--- src/filter_service_defines.svh ---
`ifndef FILTER_SERVICE_DEFINES_SVH
`define FILTER_SERVICE_DEFINES_SVH

// register indices; byte address is four times the index
`define FS_IDX_INTERVAL 16'ha335
`define FS_IDX_CLEAR 16'ha336
`define FS_IDX_HOURS 16'ha337
`define FS_IDX_STATUS 16'ha338

// reset values and command codes
`define FS_INTERVAL_RESET 16'h0fa0
`define FS_CLEAR_CMD 16'h0001
`define FS_HOURS_RESET 16'h0000
`define FS_HOURS_MAX 16'hffff

// status register field positions
`define FS_ST_SERVICE_DUE 0
`define FS_ST_HOUR_DUE 1
`define FS_ST_TEMP_LATCHED 2
`define FS_ST_FAN_RUNNING 3

// timing: clock rate in hertz, one hour in seconds, cycles per hour
`define FS_CLK_HZ 64'h0000_0000_02fa_f080
`define FS_HOUR_S 64'h0000_0000_0000_0e10
`define FS_HOUR_CYCLES (`FS_CLK_HZ * `FS_HOUR_S)

`endif

--- src/filter_service_pkg.sv ---
package filter_service_pkg;

  // classic wishbone request from the master
  typedef struct packed {
    logic cyc;
    logic stb;
    logic we;
    logic [17:0] adr;
    logic [31:0] dat;
    logic [3:0] sel;
  } wb_req_t;

  // wishbone answer from this slave
  typedef struct packed {
    logic ack;
    logic [31:0] dat;
  } wb_rsp_t;

  // readable status word, service_due in bit 0
  typedef struct packed {
    logic fan_running;
    logic temp_latched;
    logic hour_due;
    logic service_due;
  } status_t;

  // non-volatile flag handling: load after reset, then run
  typedef enum logic [0:0] {
    NV_LOAD,
    NV_RUN
  } nv_state_t;

endpackage

--- src/filter_service_reminder.sv ---
// Register access over Wishbone was chosen for this implementation.
`timescale 1ns/1ns
`include "filter_service_defines.svh"

// Operation
// - fan running hours since last filter change are counted and readable.
// - software writes the allowed fan hours between filter changes.
// - hours above the interval raise the service warning and front lamp.
// - the interval reads 4000 hours after reset.
// - an interval of zero disables the hour based warning.
// - hot heatsinks raise the service warning and lamp independently of hours.
// - the heatsink condition is kept in non-volatile storage across power loss.
// - writing 1 to the clear register zeroes hours and, with the heatsink not hot, the stored heat condition.
// - with the heatsink not hot, that clear write drops the service warning and turns the lamp off.
module filter_service_reminder #(
  parameter logic [63:0] HOUR_CYCLES = `FS_HOUR_CYCLES,
  parameter int HOURS_W = 16
) (
  // clock and reset
  input wire logic clk_i,
  input wire logic rst_i,
  // wishbone slave
  input wire filter_service_pkg::wb_req_t wb_req_i,
  output filter_service_pkg::wb_rsp_t wb_rsp_o,
  // fan and heatsink monitor
  input wire logic fan_running_i,
  input wire logic heatsink_hot_i,
  // non-volatile storage of the heat condition
  input wire logic nv_flag_i,
  output logic nv_write_o,
  output logic nv_value_o,
  // warning outputs
  output logic service_due_o,
  output logic lamp_o
);

  import filter_service_pkg::*;

  // decode of a register index from a byte address
  function automatic logic idx_hit(input logic [17:0] adr, input logic [15:0] idx);
    idx_hit = (adr[17:2] == idx);
  endfunction

  // merge byte lanes 0 and 1 of a write into an old 16-bit value
  function automatic logic [15:0] lane_merge(
    input logic [15:0] old_val,
    input logic [31:0] wdat,
    input logic [3:0] sel
  );
    logic [15:0] res;
    res = old_val;
    if (sel[0]) begin
      res[7:0] = wdat[7:0];
    end
    if (sel[1]) begin
      res[15:8] = wdat[15:8];
    end
    lane_merge = res;
  endfunction

  // bus state
  logic ack;
  logic [31:0] rdat;
  logic next_ack;
  logic [31:0] next_rdat;
  logic access;
  logic wr_fire;
  logic clear_cmd;

  // register state
  logic [15:0] interval_hours;
  logic [HOURS_W-1:0] hours;
  logic [15:0] next_interval_hours;
  logic [HOURS_W-1:0] next_hours;

  // heat condition state
  nv_state_t nv_state;
  nv_state_t next_nv_state;
  logic temp_latched;
  logic next_temp_latched;
  logic next_nv_write;
  logic next_nv_value;

  // warning state
  logic hour_due;
  logic next_service_due;
  logic next_lamp;
  logic service_due;
  logic lamp;
  status_t status;

  // hour tick
  logic hour_tick;

  // counts running time of the fan into whole hours
  fan_hour_tick #(
    .HOUR_CYCLES(HOUR_CYCLES)
  ) u_hour_tick (
    .clk_i(clk_i),
    .rst_i(rst_i),
    .run_i(fan_running_i),
    .clear_i(clear_cmd),
    .tick_o(hour_tick)
  );

  // an access is taken once per request, in the cycle before ack
  assign access = wb_req_i.cyc & wb_req_i.stb & ~ack;
  // a write commits at the edge at which the master samples ack, so a request dropped early changes nothing
  assign wr_fire = wb_req_i.cyc & wb_req_i.stb & wb_req_i.we & ack;

  // clear command: byte lane 0 enabled and the merged value equals one
  assign clear_cmd = wr_fire & idx_hit(wb_req_i.adr, `FS_IDX_CLEAR) & wb_req_i.sel[0]
                     & (lane_merge(16'h0, wb_req_i.dat, wb_req_i.sel) == `FS_CLEAR_CMD);

  // hour comparison, gated off by a zero interval
  assign hour_due = (interval_hours != 16'h0)
                    & (32'(hours) > 32'(interval_hours));

  // status word from the block's own state and the fan_running_i input
  always_comb begin
    status = '0;
    status.service_due = service_due;
    status.hour_due = hour_due;
    status.temp_latched = temp_latched;
    status.fan_running = fan_running_i;
  end

  // bus answer: ack one cycle after the request, read data with it
  always_comb begin
    next_ack = access;
    next_rdat = 32'h0;
    if (access & ~wb_req_i.we) begin
      if (idx_hit(wb_req_i.adr, `FS_IDX_INTERVAL)) begin
        next_rdat = {16'h0, interval_hours};
      end else if (idx_hit(wb_req_i.adr, `FS_IDX_HOURS)) begin
        next_rdat = 32'(hours);
      end else if (idx_hit(wb_req_i.adr, `FS_IDX_STATUS)) begin
        next_rdat = 32'(status);
      end else begin
        next_rdat = 32'h0;
      end
    end
  end

  // register the bus answer
  always_ff @(posedge clk_i) begin
    if (rst_i) begin
      ack <= 1'b0;
      rdat <= 32'h0;
    end else begin
      ack <= next_ack;
      rdat <= next_rdat;
    end
  end

  // interval register and elapsed hours counter
  always_comb begin
    next_interval_hours = interval_hours;
    next_hours = hours;
    if (wr_fire & idx_hit(wb_req_i.adr, `FS_IDX_INTERVAL)) begin
      next_interval_hours = lane_merge(interval_hours, wb_req_i.dat, wb_req_i.sel);
    end
    if (clear_cmd) begin
      next_hours = '0;
    end else if (hour_tick & (hours != {HOURS_W{1'b1}})) begin
      next_hours = hours + HOURS_W'(1);
    end
  end

  // register interval and hours
  always_ff @(posedge clk_i) begin
    if (rst_i) begin
      interval_hours <= `FS_INTERVAL_RESET;
      hours <= '0;
    end else begin
      interval_hours <= next_interval_hours;
      hours <= next_hours;
    end
  end

  // heat condition: loaded from storage after reset, set wins over clear
  always_comb begin
    next_nv_state = nv_state;
    next_temp_latched = temp_latched;
    next_nv_write = 1'b0;
    next_nv_value = nv_value_o;
    unique case (nv_state)
      NV_LOAD: begin
        next_temp_latched = nv_flag_i | heatsink_hot_i;
        next_nv_value = nv_flag_i | heatsink_hot_i;
        next_nv_write = heatsink_hot_i & ~nv_flag_i;
        next_nv_state = NV_RUN;
      end
      NV_RUN: begin
        if (heatsink_hot_i) begin
          next_temp_latched = 1'b1;
        end else if (clear_cmd) begin
          next_temp_latched = 1'b0;
        end
        if (next_temp_latched != temp_latched) begin
          next_nv_write = 1'b1;
          next_nv_value = next_temp_latched;
        end
      end
    endcase
  end

  // register heat condition and storage writes
  always_ff @(posedge clk_i) begin
    if (rst_i) begin
      nv_state <= NV_LOAD;
      temp_latched <= 1'b0;
      nv_write_o <= 1'b0;
      nv_value_o <= 1'b0;
    end else begin
      nv_state <= next_nv_state;
      temp_latched <= next_temp_latched;
      nv_write_o <= next_nv_write;
      nv_value_o <= next_nv_value;
    end
  end

  // warning and lamp follow either cause; a clear with the heatsink not hot drops both
  always_comb begin
    next_service_due = hour_due | temp_latched;
    next_lamp = hour_due | temp_latched;
    if (clear_cmd & ~heatsink_hot_i) begin
      next_service_due = 1'b0;
      next_lamp = 1'b0;
    end
  end

  // register warning and lamp
  always_ff @(posedge clk_i) begin
    if (rst_i) begin
      service_due <= 1'b0;
      lamp <= 1'b0;
    end else begin
      service_due <= next_service_due;
      lamp <= next_lamp;
    end
  end

  // outputs straight from flip-flops
  assign wb_rsp_o.ack = ack;
  assign wb_rsp_o.dat = rdat;
  assign service_due_o = service_due;
  assign lamp_o = lamp;

endmodule

--- src/fan_hour_tick.sv ---
`timescale 1ns/1ns
`include "filter_service_defines.svh"
// counts clock cycles of fan running time and pulses once per full hour
module fan_hour_tick #(
  parameter logic [63:0] HOUR_CYCLES = `FS_HOUR_CYCLES
) (
  // clock and reset
  input wire logic clk_i,
  input wire logic rst_i,
  // control
  input wire logic run_i,
  input wire logic clear_i,
  // one-cycle pulse per completed running hour
  output logic tick_o
);

  logic [63:0] count;
  logic [63:0] next_count;
  logic next_tick;

  // partial hours are kept while the fan stops; clear drops them
  always_comb begin
    next_count = count;
    next_tick = 1'b0;
    if (clear_i) begin
      next_count = 64'h0;
    end else if (run_i) begin
      if (count >= HOUR_CYCLES - 64'h1) begin
        next_count = 64'h0;
        next_tick = 1'b1;
      end else begin
        next_count = count + 64'h1;
      end
    end
  end

  // register the running-time counter and tick
  always_ff @(posedge clk_i) begin
    if (rst_i) begin
      count <= 64'h0;
      tick_o <= 1'b0;
    end else begin
      count <= next_count;
      tick_o <= next_tick;
    end
  end

endmodule

--- config.mk ---
export PLATFORM = sky130hd
export DESIGN_NAME = filter_service_reminder
export DESIGN_NICKNAME = d
export VERILOG_FILES = /design/src/filter_service_pkg.sv /design/src/filter_service_reminder.sv /design/src/fan_hour_tick.sv
export VERILOG_INCLUDE_DIRS = /design/src
export SDC_FILE = /design/constraint.sdc
export NUM_CORES = 1
export LEC_CHECK = 0
export BUFFER_PORTS_ARGS = -buffer_cell sky130_fd_sc_hd__buf_2
export CORE_ASPECT_RATIO = 0.5
export CORE_UTILIZATION = 56
export CTS_CLUSTER_DIAMETER = 40
export CTS_CLUSTER_SIZE = 40
export DETAILED_ROUTE_END_ITERATION = 16
export PLACE_DENSITY = 0.81
export SYNTH_ARGS = -nofsm -noshare
export SYNTH_HDL_FRONTEND = slang
export SYNTH_SLANG_ARGS = --single-unit
--- constraint.sdc ---
create_clock -name clk_i -period 3.1 [get_ports clk_i]
set_input_delay 0.155 -clock clk_i [delete_from_list [all_inputs] [get_ports clk_i]]
set_output_delay 0.155 -clock clk_i [all_outputs]
set_load 0.02 [all_outputs]
==> tab_implementation.tex, run 1 <==
\begin{tabular}{lr}
\hline
Metric & Value \\
\hline
\multicolumn{2}{l}{\textbf{Run status}} \\
\quad Run status & finished, final reports clean \\
\multicolumn{2}{l}{\textbf{Timing}} \\
\quad Final-report setup violation count & 0 \\
\quad Setup tns final & 0 ns \\
\quad Final number of max-transition violations & 0 \\
\quad Clock period minus worst slack & roughly 2.4 ns \\
\quad Part of the cycle the worst path needs & between 70\% and 80\% \\
\quad Worst Clk Skew & 0.00670 ns \\
\quad Number of hold-slack violations in the final timing report & 0 \\
\quad Slew HR & $\sim$48\% \\
\quad Max Clk Rate & a little over 0.4 GHz \\
\quad Setup repair after global routing missed its margin & false \\
\quad Fin Hold WS & about 0.011 ns \\
\quad Worst slew pin tran & between 0.7 and 0.8 ns \\
\multicolumn{2}{l}{\textbf{Detailed routing}} \\
\quad Iteration count of the initial detailed-routing pass & 5 \\
\quad Post-detailed-route wirelength per cell & 14.4 um \\
\quad DRC & 0 \\
\quad First DRT Iteration DRCs & 240 \\
\quad Via Count & about 5000 \\
\quad Post-route ant nets & 0 \\
\quad Vias per inst & roughly 5.6 \\
\quad Routed wire length & between 10000 and 15000 um \\
\multicolumn{2}{l}{\textbf{Power and ir drop}} \\
\quad Share of total power in the clock network & between 50\% and 60\% \\
\quad Switching Share & a little over a fifth \\
\quad Net switching power & between 700 and 800 uW \\
\quad Sequential cell fraction of total power & 42.0\% \\
\quad Highest ir drop seen on vdd & 0.347 mV \\
\quad Cell internal pwr & slightly below 3 mW \\
\quad Pwr per Cell Area & about 530 mW/mm2 \\
\quad Combinational power share & roughly 3.8\% \\
\quad P\_leak & roughly 2.8 nW \\
\multicolumn{2}{l}{\textbf{Clock tree}} \\
\quad CTS buffer count & 17 \\
\quad Worst-case clock buffer depth & 2 \\
\quad Clock network latency to the later pin of the worst-skew pair & 0.41 ns \\
\quad Level count of the clock H-tree & 4 \\
\quad Number of sinks driven by the clock tree & 119 \\
\quad CTS tree & built \\
\quad Post-CTS clock slew at the launch and capture registers of the worst setup and hold paths & 0.06 ns \\
\quad CTS root buf & clkbuf\_16 \\
\quad Postcts setup bufs & 0 \\
\multicolumn{2}{l}{\textbf{Logic synthesis}} \\
\quad Cell count after synthesis & between 600 and 700 \\
\quad Dominant synthesized flop cell & dfxtp\_1 \\
\quad Portion of synthesized cell area occupied by the leading cell type & about two fifths \\
\quad Average size of a mapped cell & between 8 and 9 um2 \\
\quad Distinct cell type count after synthesis & 60 \\
\quad Most used standard cells in the synthesized netlist & dfxtp\_1 (119), nor2\_1 (116), nand2\_1 (53) \\
\quad Register bit count reported by yosys & between 100 and 150 \\
\quad Post-synthesis cell area & 0.00580 mm2 \\
\quad Register area share after synthesis & approximately two fifths \\
\quad Async S/R FF share, synth & 0\% \\
\quad Syn. warnings & 0 \\
\quad Leading post-synthesis cells by cell area & dfxtp\_1 (41\%), nor2\_1 (7.5\%), xor2\_1 (4.8\%) \\
\quad Dominant cell by count in the synthesized netlist & dfxtp\_1 \\
\quad EDFF count, synth & 0 \\
\quad Area leader, netlist & dfxtp\_1 \\
\multicolumn{2}{l}{\textbf{Cells and area}} \\
\quad Total inserted antenna cells & 0 \\
\quad Share of post-route cells with drive strength above 1 & 15.6\% \\
\quad Syn-to-layout area delta & 19.3\% \\
\quad Post-layout nets & about 840 \\
\multicolumn{2}{l}{\textbf{Run}} \\
\quad Number of violations of the max-capacitance limit & 0 \\
\multicolumn{2}{l}{\textbf{Placed design}} \\
\quad Detail Placement HPWL & between 8000 and 9000 um \\
\quad GPL Wtd Cong & 0.813 \\
\quad Port Buffer Count & 62 \\
\multicolumn{2}{l}{\textbf{Floorplan}} \\
\quad Placement Rows & 25 \\
\quad Total I/O pin count & just under 100 \\
\quad Floorplan die height & 74.0 um \\
\quad Initial standard-cell utilization of the core & approximately 60\% \\
\quad Total die area & around 0.011 mm2 \\
\quad Chip Width & roughly 150 um \\
\quad Core region area & between 0.009 and 0.01 mm2 \\
\multicolumn{2}{l}{\textbf{Min path}} \\
\quad HP Class & input pin to flip-flop \\
\quad Depth of the worst hold-timing path & 3 \\
\multicolumn{2}{l}{\textbf{Worst setup path}} \\
\quad Worst path arrival time & $\sim$2.8 ns \\
\quad Cells along the critical path & nand4\_1 -> nor4\_1 -> and4\_1 -> nand2\_1 -> or4\_1 -> a21oi\_1 \\
\quad Critical path's largest stage delay & a little over 0.7 ns \\
\quad Worst Setup Path Type & flip-flop to flip-flop \\
\quad Standard cell with the maximum stage delay on the critical path & nor4\_1 \\
\quad WP depth & 6 \\
\quad Critical Path End Type & flip-flop \\
\quad Worst Path Max Fanout & 6 \\
\quad Data required time of the worst path & $\sim$3.5 ns \\
\quad Reg2Reg Depth & 6 \\
\quad Kind of start point of the critical path & flip-flop \\
\quad Cell family with the largest share of critical-path delay & simple AND/OR/NAND/NOR gates \\
\quad Worst R2R Setup Slack & roughly 0.7 ns \\
\quad Buf+Inv Stages, Crit Path & 0 \\
\multicolumn{2}{l}{\textbf{Global routing}} \\
\quad Global-route total usage across every layer & between 20\% and 30\% \\
\quad Total grt overflow & 0 \\
\quad Global-route wire length before repair & about 21000 um \\
\quad Initial antenna violation count & 0 \\
\quad Pin count of the biggest net entering global routing & 62 \\
\quad Vias in the first global route & roughly 4700 \\
\hline
\end{tabular}
## flip-flops by register name, summed over array words and instances, names as in the netlist
name and flops:
temp_latched 1, nv_value_o 1, nv_state 1, ack 1, hours 16, interval_hours 16
u_hour_tick.count 64, nv_write_o 1, u_hour_tick.tick_o 1, rdat 16, lamp_o 1
## layout by cell type, fill, tap and decap left out, types with 11 or more instances in the layout
cell type	n
dfxtp_1	119
nor2_1	116
buf_2	62
nand2_1	53
xor2_1	32
inv_1	31
nand3_1	24
nand4_1	24
xnor2_1	24
mux2i_1	24
nor4_1	22
a21oi_1	20
nor3_1	18
ha_1	18
clkbuf_16	17
conb_1	16
dlygate4sd3_1	15
and4_1	12
and3_1	11
## final timing paths
kind                                       startpoint                     to
worst min register to register  u_hour_tick.count[55]  u_hour_tick.count[55]
worst max-delay path            u_hour_tick.count[11]  u_hour_tick.count[37]
worst max register to register  u_hour_tick.count[11]  u_hour_tick.count[37]
worst min-delay path                      wb_req_i[4]      interval_hours[0]
## cell families (layout without fill, tap and decap cells)
| kind of cell | count (synthesis) | after routing | share of synthesized area, % |
|---|---|---|---|
| simple gates | 317 | 317 | 27.7 |
| fa+ha+maj | 18 | 18 | 3.88 |
| compound gates | 72 | 72 | 8.58 |
| xor+xnor | 56 | 56 | 8.45 |
| flops | 119 | 119 | 41.1 |
| buf+inv | 69 | 148 | 6.10 |
| mux | 24 | 24 | 4.14 |
| other cells | 1 | 16 | 0.0646 |
## area by class of cell
type / instances / area [um2]
Inverter: 32 / 120
Clock buffer: 22 / 474
Timing Repair Buffer: 85 / 533
Fill cell: 724 / 2830
Clock inverter: 9 / 124
Sequential cell: 119 / 2380
Multi-Input combinational cell: 503 / 3120
Tap cell: 135 / 169
## metal layers
metal  global-route usage, %  part of all wire [%]
met3                    6.01                   4.8
met5                       0                     0
met1                    30.1                    46
met4                    10.9                   1.6
met2                    44.3                    48
## what timing repair did
item / in CTS / in global routing
resized for setup: 0 / 0
setup endpoints to repair: 0 / 0
endpoints found under the hold margin: 14 / 0
hold buffers: 15 / 0
## per-stage QoR
step                      total power, mW  std cells  setup WS [ns]  utilization (%)  cell area, um2
after floorplan                      1.67        691          0.883                -            5860
after global placement               1.70        859          0.538             63.3            6180
after detailed placement             1.70        859          0.518             63.3            6180
after CTS                            3.70        905          0.702             71.0            6930
after global routing                 3.78        905          0.406             71.0            6930
final                                3.68        905          0.687             71.0            6930
## power groups by stage
stage | registers [mW] | clock network [mW] | logic (mW)
finish | 1.54 | 2.00 | 0.140
global route | 1.54 | 2.08 | 0.151
CTS | 1.54 | 2.02 | 0.136
detailed placement | 1.58 | 0 | 0.122
global placement | 1.58 | 0 | 0.120
floorplan | 1.58 | 0 | 0.0893
## worst register-to-register path, delay by kind of cell (launching register included)
kind | cells | cell delay (ns)
AND/OR/NAND/NOR | 5 | 1.78
flip-flops | 1 | 0.42
AO/OA/AOI/OAI | 1 | 0.14
Power figures use the tool's default switching activity.
==> run 2, diff against run 1 <==
--- a/config.mk
+++ b/config.mk
@@ -6,13 +6,14 @@
 export SDC_FILE = /design/constraint.sdc
 export NUM_CORES = 1
 export LEC_CHECK = 0
+export ABC_AREA = 1
 export BUFFER_PORTS_ARGS = -buffer_cell sky130_fd_sc_hd__buf_2
 export CORE_ASPECT_RATIO = 0.5
-export CORE_UTILIZATION = 56
+export CORE_UTILIZATION = 51
 export CTS_CLUSTER_DIAMETER = 40
 export CTS_CLUSTER_SIZE = 40
 export DETAILED_ROUTE_END_ITERATION = 16
-export PLACE_DENSITY = 0.81
+export PLACE_DENSITY = 0.77
 export SYNTH_ARGS = -nofsm -noshare
 export SYNTH_HDL_FRONTEND = slang
 export SYNTH_SLANG_ARGS = --single-unit
==> constraint.sdc (replaced) <==
create_clock -name clk_i -period 2.2 [get_ports clk_i]
set_input_delay 0.11 -clock clk_i [delete_from_list [all_inputs] [get_ports clk_i]]
set_output_delay 0.11 -clock clk_i [all_outputs]
set_load 0.02 [all_outputs]
==> tab_implementation.tex, run 2 <==
\begin{tabular}{lr}
\hline
Metric & Value \\
\hline
\multicolumn{2}{l}{\textbf{Detailed routing}} \\
\quad Post-route ant nets & 0 (unchanged) \\
\quad First DRT Iteration DRCs & 309 (+29\%) \\
\quad DRC & 0 (unchanged) \\
\quad Routed wire length & 14000 um (+7.6\%) \\
\quad Vias per inst & 5.09 (-8.3\%) \\
\quad Iteration count of the initial detailed-routing pass & 7 (+2) \\
\quad Via Count & 5628 (+12\%) \\
\quad Post-detailed-route wirelength per cell & 12.7 um (-12\%) \\
\multicolumn{2}{l}{\textbf{Cells and area}} \\
\quad Number of flip-flops under the largest register name & 64 (unchanged) \\
\quad Multi-input gate area in the final layout & 0.00295 mm2 (-5.5\%) \\
\quad Commonest non-fill, non-tap cell in the layout & nand2\_1 \\
\quad Syn-to-layout area delta & 17.8\% \\
\quad Total inserted antenna cells & 0 (unchanged) \\
\quad Top reg by flops & u\_hour\_tick.count \\
\quad Number of inserted filler cells in the final layout & 995 (+37\%) \\
\quad Util after Layout & 62.8\% (-8.2 points) \\
\quad Share of post-route cells with drive strength above 1 & 13.5\% (-2.1 points) \\
\quad Seq. cell area & 0.00238 mm2 (unchanged) \\
\quad Most used cells in the layout excluding fill and tap cells & nand2\_1 (177), dfxtp\_1 (119), nor2\_1 (117) \\
\quad Post-layout nets & 1013 (+21\%) \\
\multicolumn{2}{l}{\textbf{Power and ir drop}} \\
\quad P\_leak & 3.01 nW (+5.8\%) \\
\quad Combinational power share & 4.3\% (+0.5 points) \\
\quad Highest ir drop seen on vdd & 0.579 mV (+67\%) \\
\quad Share of total power in the clock network & 51.8\% (-2.4 points) \\
\quad Switching Share & 21.9\% (+1.0 points) \\
\quad Sequential cell fraction of total power & 43.9\% (+1.9 points) \\
\quad Cell internal pwr & 3.87 mW (+33\%) \\
\quad Net switching power & 1.09 mW (+41\%) \\
\quad Pwr per Cell Area & 704 mW/mm2 (+32\%) \\
\multicolumn{2}{l}{\textbf{Logic synthesis}} \\
\quad Portion of synthesized cell area occupied by the leading cell type & 39.9\% (-1.2 points) \\
\quad Distinct cell type count after synthesis & 37 (-38\%) \\
\quad Most used standard cells in the synthesized netlist & nand2\_1 (178), dfxtp\_1 (119), nor2\_1 (117) \\
\quad Post-synthesis cell area & 0.00598 mm2 (+3.0\%) \\
\quad Dominant synthesized flop cell & dfxtp\_1 \\
\quad Syn. warnings & 0 (unchanged) \\
\quad Async S/R FF share, synth & 0\% (unchanged) \\
\quad Leading post-synthesis cells by cell area & dfxtp\_1 (40\%), nand2\_1 (11\%), nor2\_1 (7.3\%) \\
\quad Area leader, netlist & dfxtp\_1 \\
\quad Register area share after synthesis & 39.9\% (-1.2 points) \\
\quad EDFF count, synth & 0 (unchanged) \\
\quad Register bit count reported by yosys & 119 (unchanged) \\
\quad Dominant cell by count in the synthesized netlist & nand2\_1 \\
\quad Cell count after synthesis & 853 (+26\%) \\
\quad Average size of a mapped cell & 7.01 um2 (-18\%) \\
\multicolumn{2}{l}{\textbf{Global routing}} \\
\quad Global-route wire length before repair & 23500 um (+9.5\%) \\
\quad Initial antenna violation count & 0 (unchanged) \\
\quad Global-route total usage across every layer & 24.4\% (-0.72 points) \\
\quad Pin count of the biggest net entering global routing & 39 (-37\%) \\
\quad Vias in the first global route & 5289 (+13\%) \\
\quad Total grt overflow & 0 (unchanged) \\
\multicolumn{2}{l}{\textbf{Worst setup path}} \\
\quad Worst R2R End & hours[11] \\
\quad Reg2Reg Depth & 10 (+4) \\
\quad Crit Reg-Reg Startpoint & hours[1] \\
\quad Worst Setup Path Type & input pin to flip-flop \\
\quad Kind of start point of the critical path & input pin \\
\quad Worst R2R Setup Slack & 0.29 ns (-0.40 ns) \\
\quad Critical Path End Type & flip-flop \\
\quad Data required time of the worst path & 2.54 ns (-0.91 ns) \\
\quad Worst path arrival time & 2.35 ns (-0.41 ns) \\
\quad Worst Path Max Fanout & 13 (+7) \\
\multicolumn{2}{l}{\textbf{Run status}} \\
\quad Run status & finished, final reports clean \\
\multicolumn{2}{l}{\textbf{Floorplan}} \\
\quad Total die area & 0.0122 mm2 (+13\%) \\
\quad Floorplan die height & 78.6 um (+6.2\%) \\
\quad Initial standard-cell utilization of the core & 53.3\% (-6.2 points) \\
\quad Core region area & 0.0112 mm2 (+15\%) \\
\quad Total I/O pin count & 99 (unchanged) \\
\quad Chip Width & 155 um (+6.3\%) \\
\quad Placement Rows & 27 (+8.0\%) \\
\multicolumn{2}{l}{\textbf{Timing}} \\
\quad Worst slew pin tran & 0.804 ns (+0.0344 ns) \\
\quad Max Clk Rate & 0.498 GHz \\
\quad Final number of max-transition violations & 0 (unchanged) \\
\quad Number of hold-slack violations in the final timing report & 0 (unchanged) \\
\quad Clock period minus worst slack & 2.01 ns \\
\quad Final-report setup violation count & 0 (unchanged) \\
\quad Setup repair after global routing missed its margin & false \\
\quad Worst Clk Skew & 0.00787 ns (+0.00117 ns) \\
\quad Slew HR & 45.9\% (-2.3 points) \\
\quad Setup tns final & 0 ns (unchanged) \\
\quad Part of the cycle the worst path needs & about nine tenths \\
\multicolumn{2}{l}{\textbf{Clock tree}} \\
\quad Clock network latency to the later pin of the worst-skew pair & 0.41 ns (about the same) \\
\quad Number of sinks driven by the clock tree & 119 (unchanged) \\
\quad Post-CTS clock slew at the launch and capture registers of the worst setup and hold paths & 0.05 ns (about the same) \\
\quad CTS buffer count & 17 (unchanged) \\
\quad CTS root buf & clkbuf\_16 \\
\quad Worst-case clock buffer depth & 2 (unchanged) \\
\quad Postcts setup bufs & 0 (unchanged) \\
\quad CTS tree & built \\
\quad Level count of the clock H-tree & 4 (unchanged) \\
\multicolumn{2}{l}{\textbf{Run}} \\
\quad Number of violations of the max-capacitance limit & 0 (unchanged) \\
\multicolumn{2}{l}{\textbf{Placed design}} \\
\quad Port Buffer Count & 62 (unchanged) \\
\quad GPL Wtd Cong & 0.897 (+10\%) \\
\quad Detail Placement HPWL & 9820 um (+14\%) \\
\multicolumn{2}{l}{\textbf{Min path}} \\
\quad Depth of the worst hold-timing path & 3 (unchanged) \\
\quad Hold path endpoint & interval\_hours[3] \\
\quad Hold wc startpoint & wb\_req\_i[7] \\
\quad HP Class & input pin to flip-flop \\
\hline
\end{tabular}
## run 2: cell type report
class	instances	share of cell area (%)
Tap cell	159	2.83
Sequential cell	119	33.8
Clock buffer	23	6.79
Clock inverter	9	1.07
Timing Repair Buffer	83	7.08
Inverter	121	6.45
Multi-Input combinational cell	591	41.9
## run 2: what timing repair did
action                     in CTS  in global routing
hold buffers                   12                  0
gates resized for setup         0                  1
setup endpoints to repair       0                  1
hold endpoints to repair       12                  0
## run 2: cells by family (layout without fill, tap and decap cells)
logic type | count (synthesis) | count (layout) | synth area share, %
AO/OA/AOI/OAI | 98 | 98 | 8.81
XOR/XNOR | 25 | 25 | 3.66
adder cells (fa/ha/maj) | 18 | 18 | 3.77
buffers and inverters | 158 | 236 | 11.7
flip-flops | 119 | 119 | 39.9
other | 1 | 16 | 0.0627
AND/OR/NAND/NOR | 434 | 434 | 32.1
## run 2: worst max-delay path, stage by stage
cell and delay (ns):
dlygate4sd3_1 0.52, buf_2 0.11, nand2_1 0.05, dlygate4sd3_1 0.56
nor3_1 0.26, nand2_2 0.26, inv_1 0.18, o21ai_0 0.15
a21oi_1 0.14
## run 2: worst max path at each step
stage	startpoint	end	cells past startpoint
3_3_place_gp	u_hour_tick.count[0]	u_hour_tick.count[34]	12
5_1_grt	u_hour_tick.count[0]	u_hour_tick.count[7]	12
4_1_cts	wb_req_i[56]	rdat[1]	9
2_1_floorplan	u_hour_tick.count[0]	u_hour_tick.count[16]	14
3_5_place_dp	hours[1]	hours[11]	10
6_report	wb_req_i[56]	rdat[1]	9
## run 2: per-layer routing
metal  routed length, um  global-route usage, %
met1                6280                   28.2
met2                6660                   43.2
met3                 809                   6.41
met4                 259                   9.60
met5                   0                      0
## run 2: power by group through the flow
stage               logic, mW  registers, mW  clock network, mW
floorplan               0.145           2.22                  0
global placement        0.187           2.22                  0
detailed placement      0.191           2.22                  0
CTS                     0.207           2.17               2.59
global route            0.232           2.17               2.68
finish                  0.211           2.17               2.57
## run 2: through the flow
step                instance area, um2  std cells  power, mW  setup slack (ns)  hold WS [ns]
floorplan                         6030        868       2.37             0.622         0.179
global placement                  6360       1061       2.41             0.402         0.346
detailed placement                6360       1061       2.41             0.308         0.351
CTS                               7040       1105       4.97             0.196       0.00316
global route                      7040       1105       5.09            0.0872        0.0225
finish                            7040       1105       4.95             0.193        0.0159
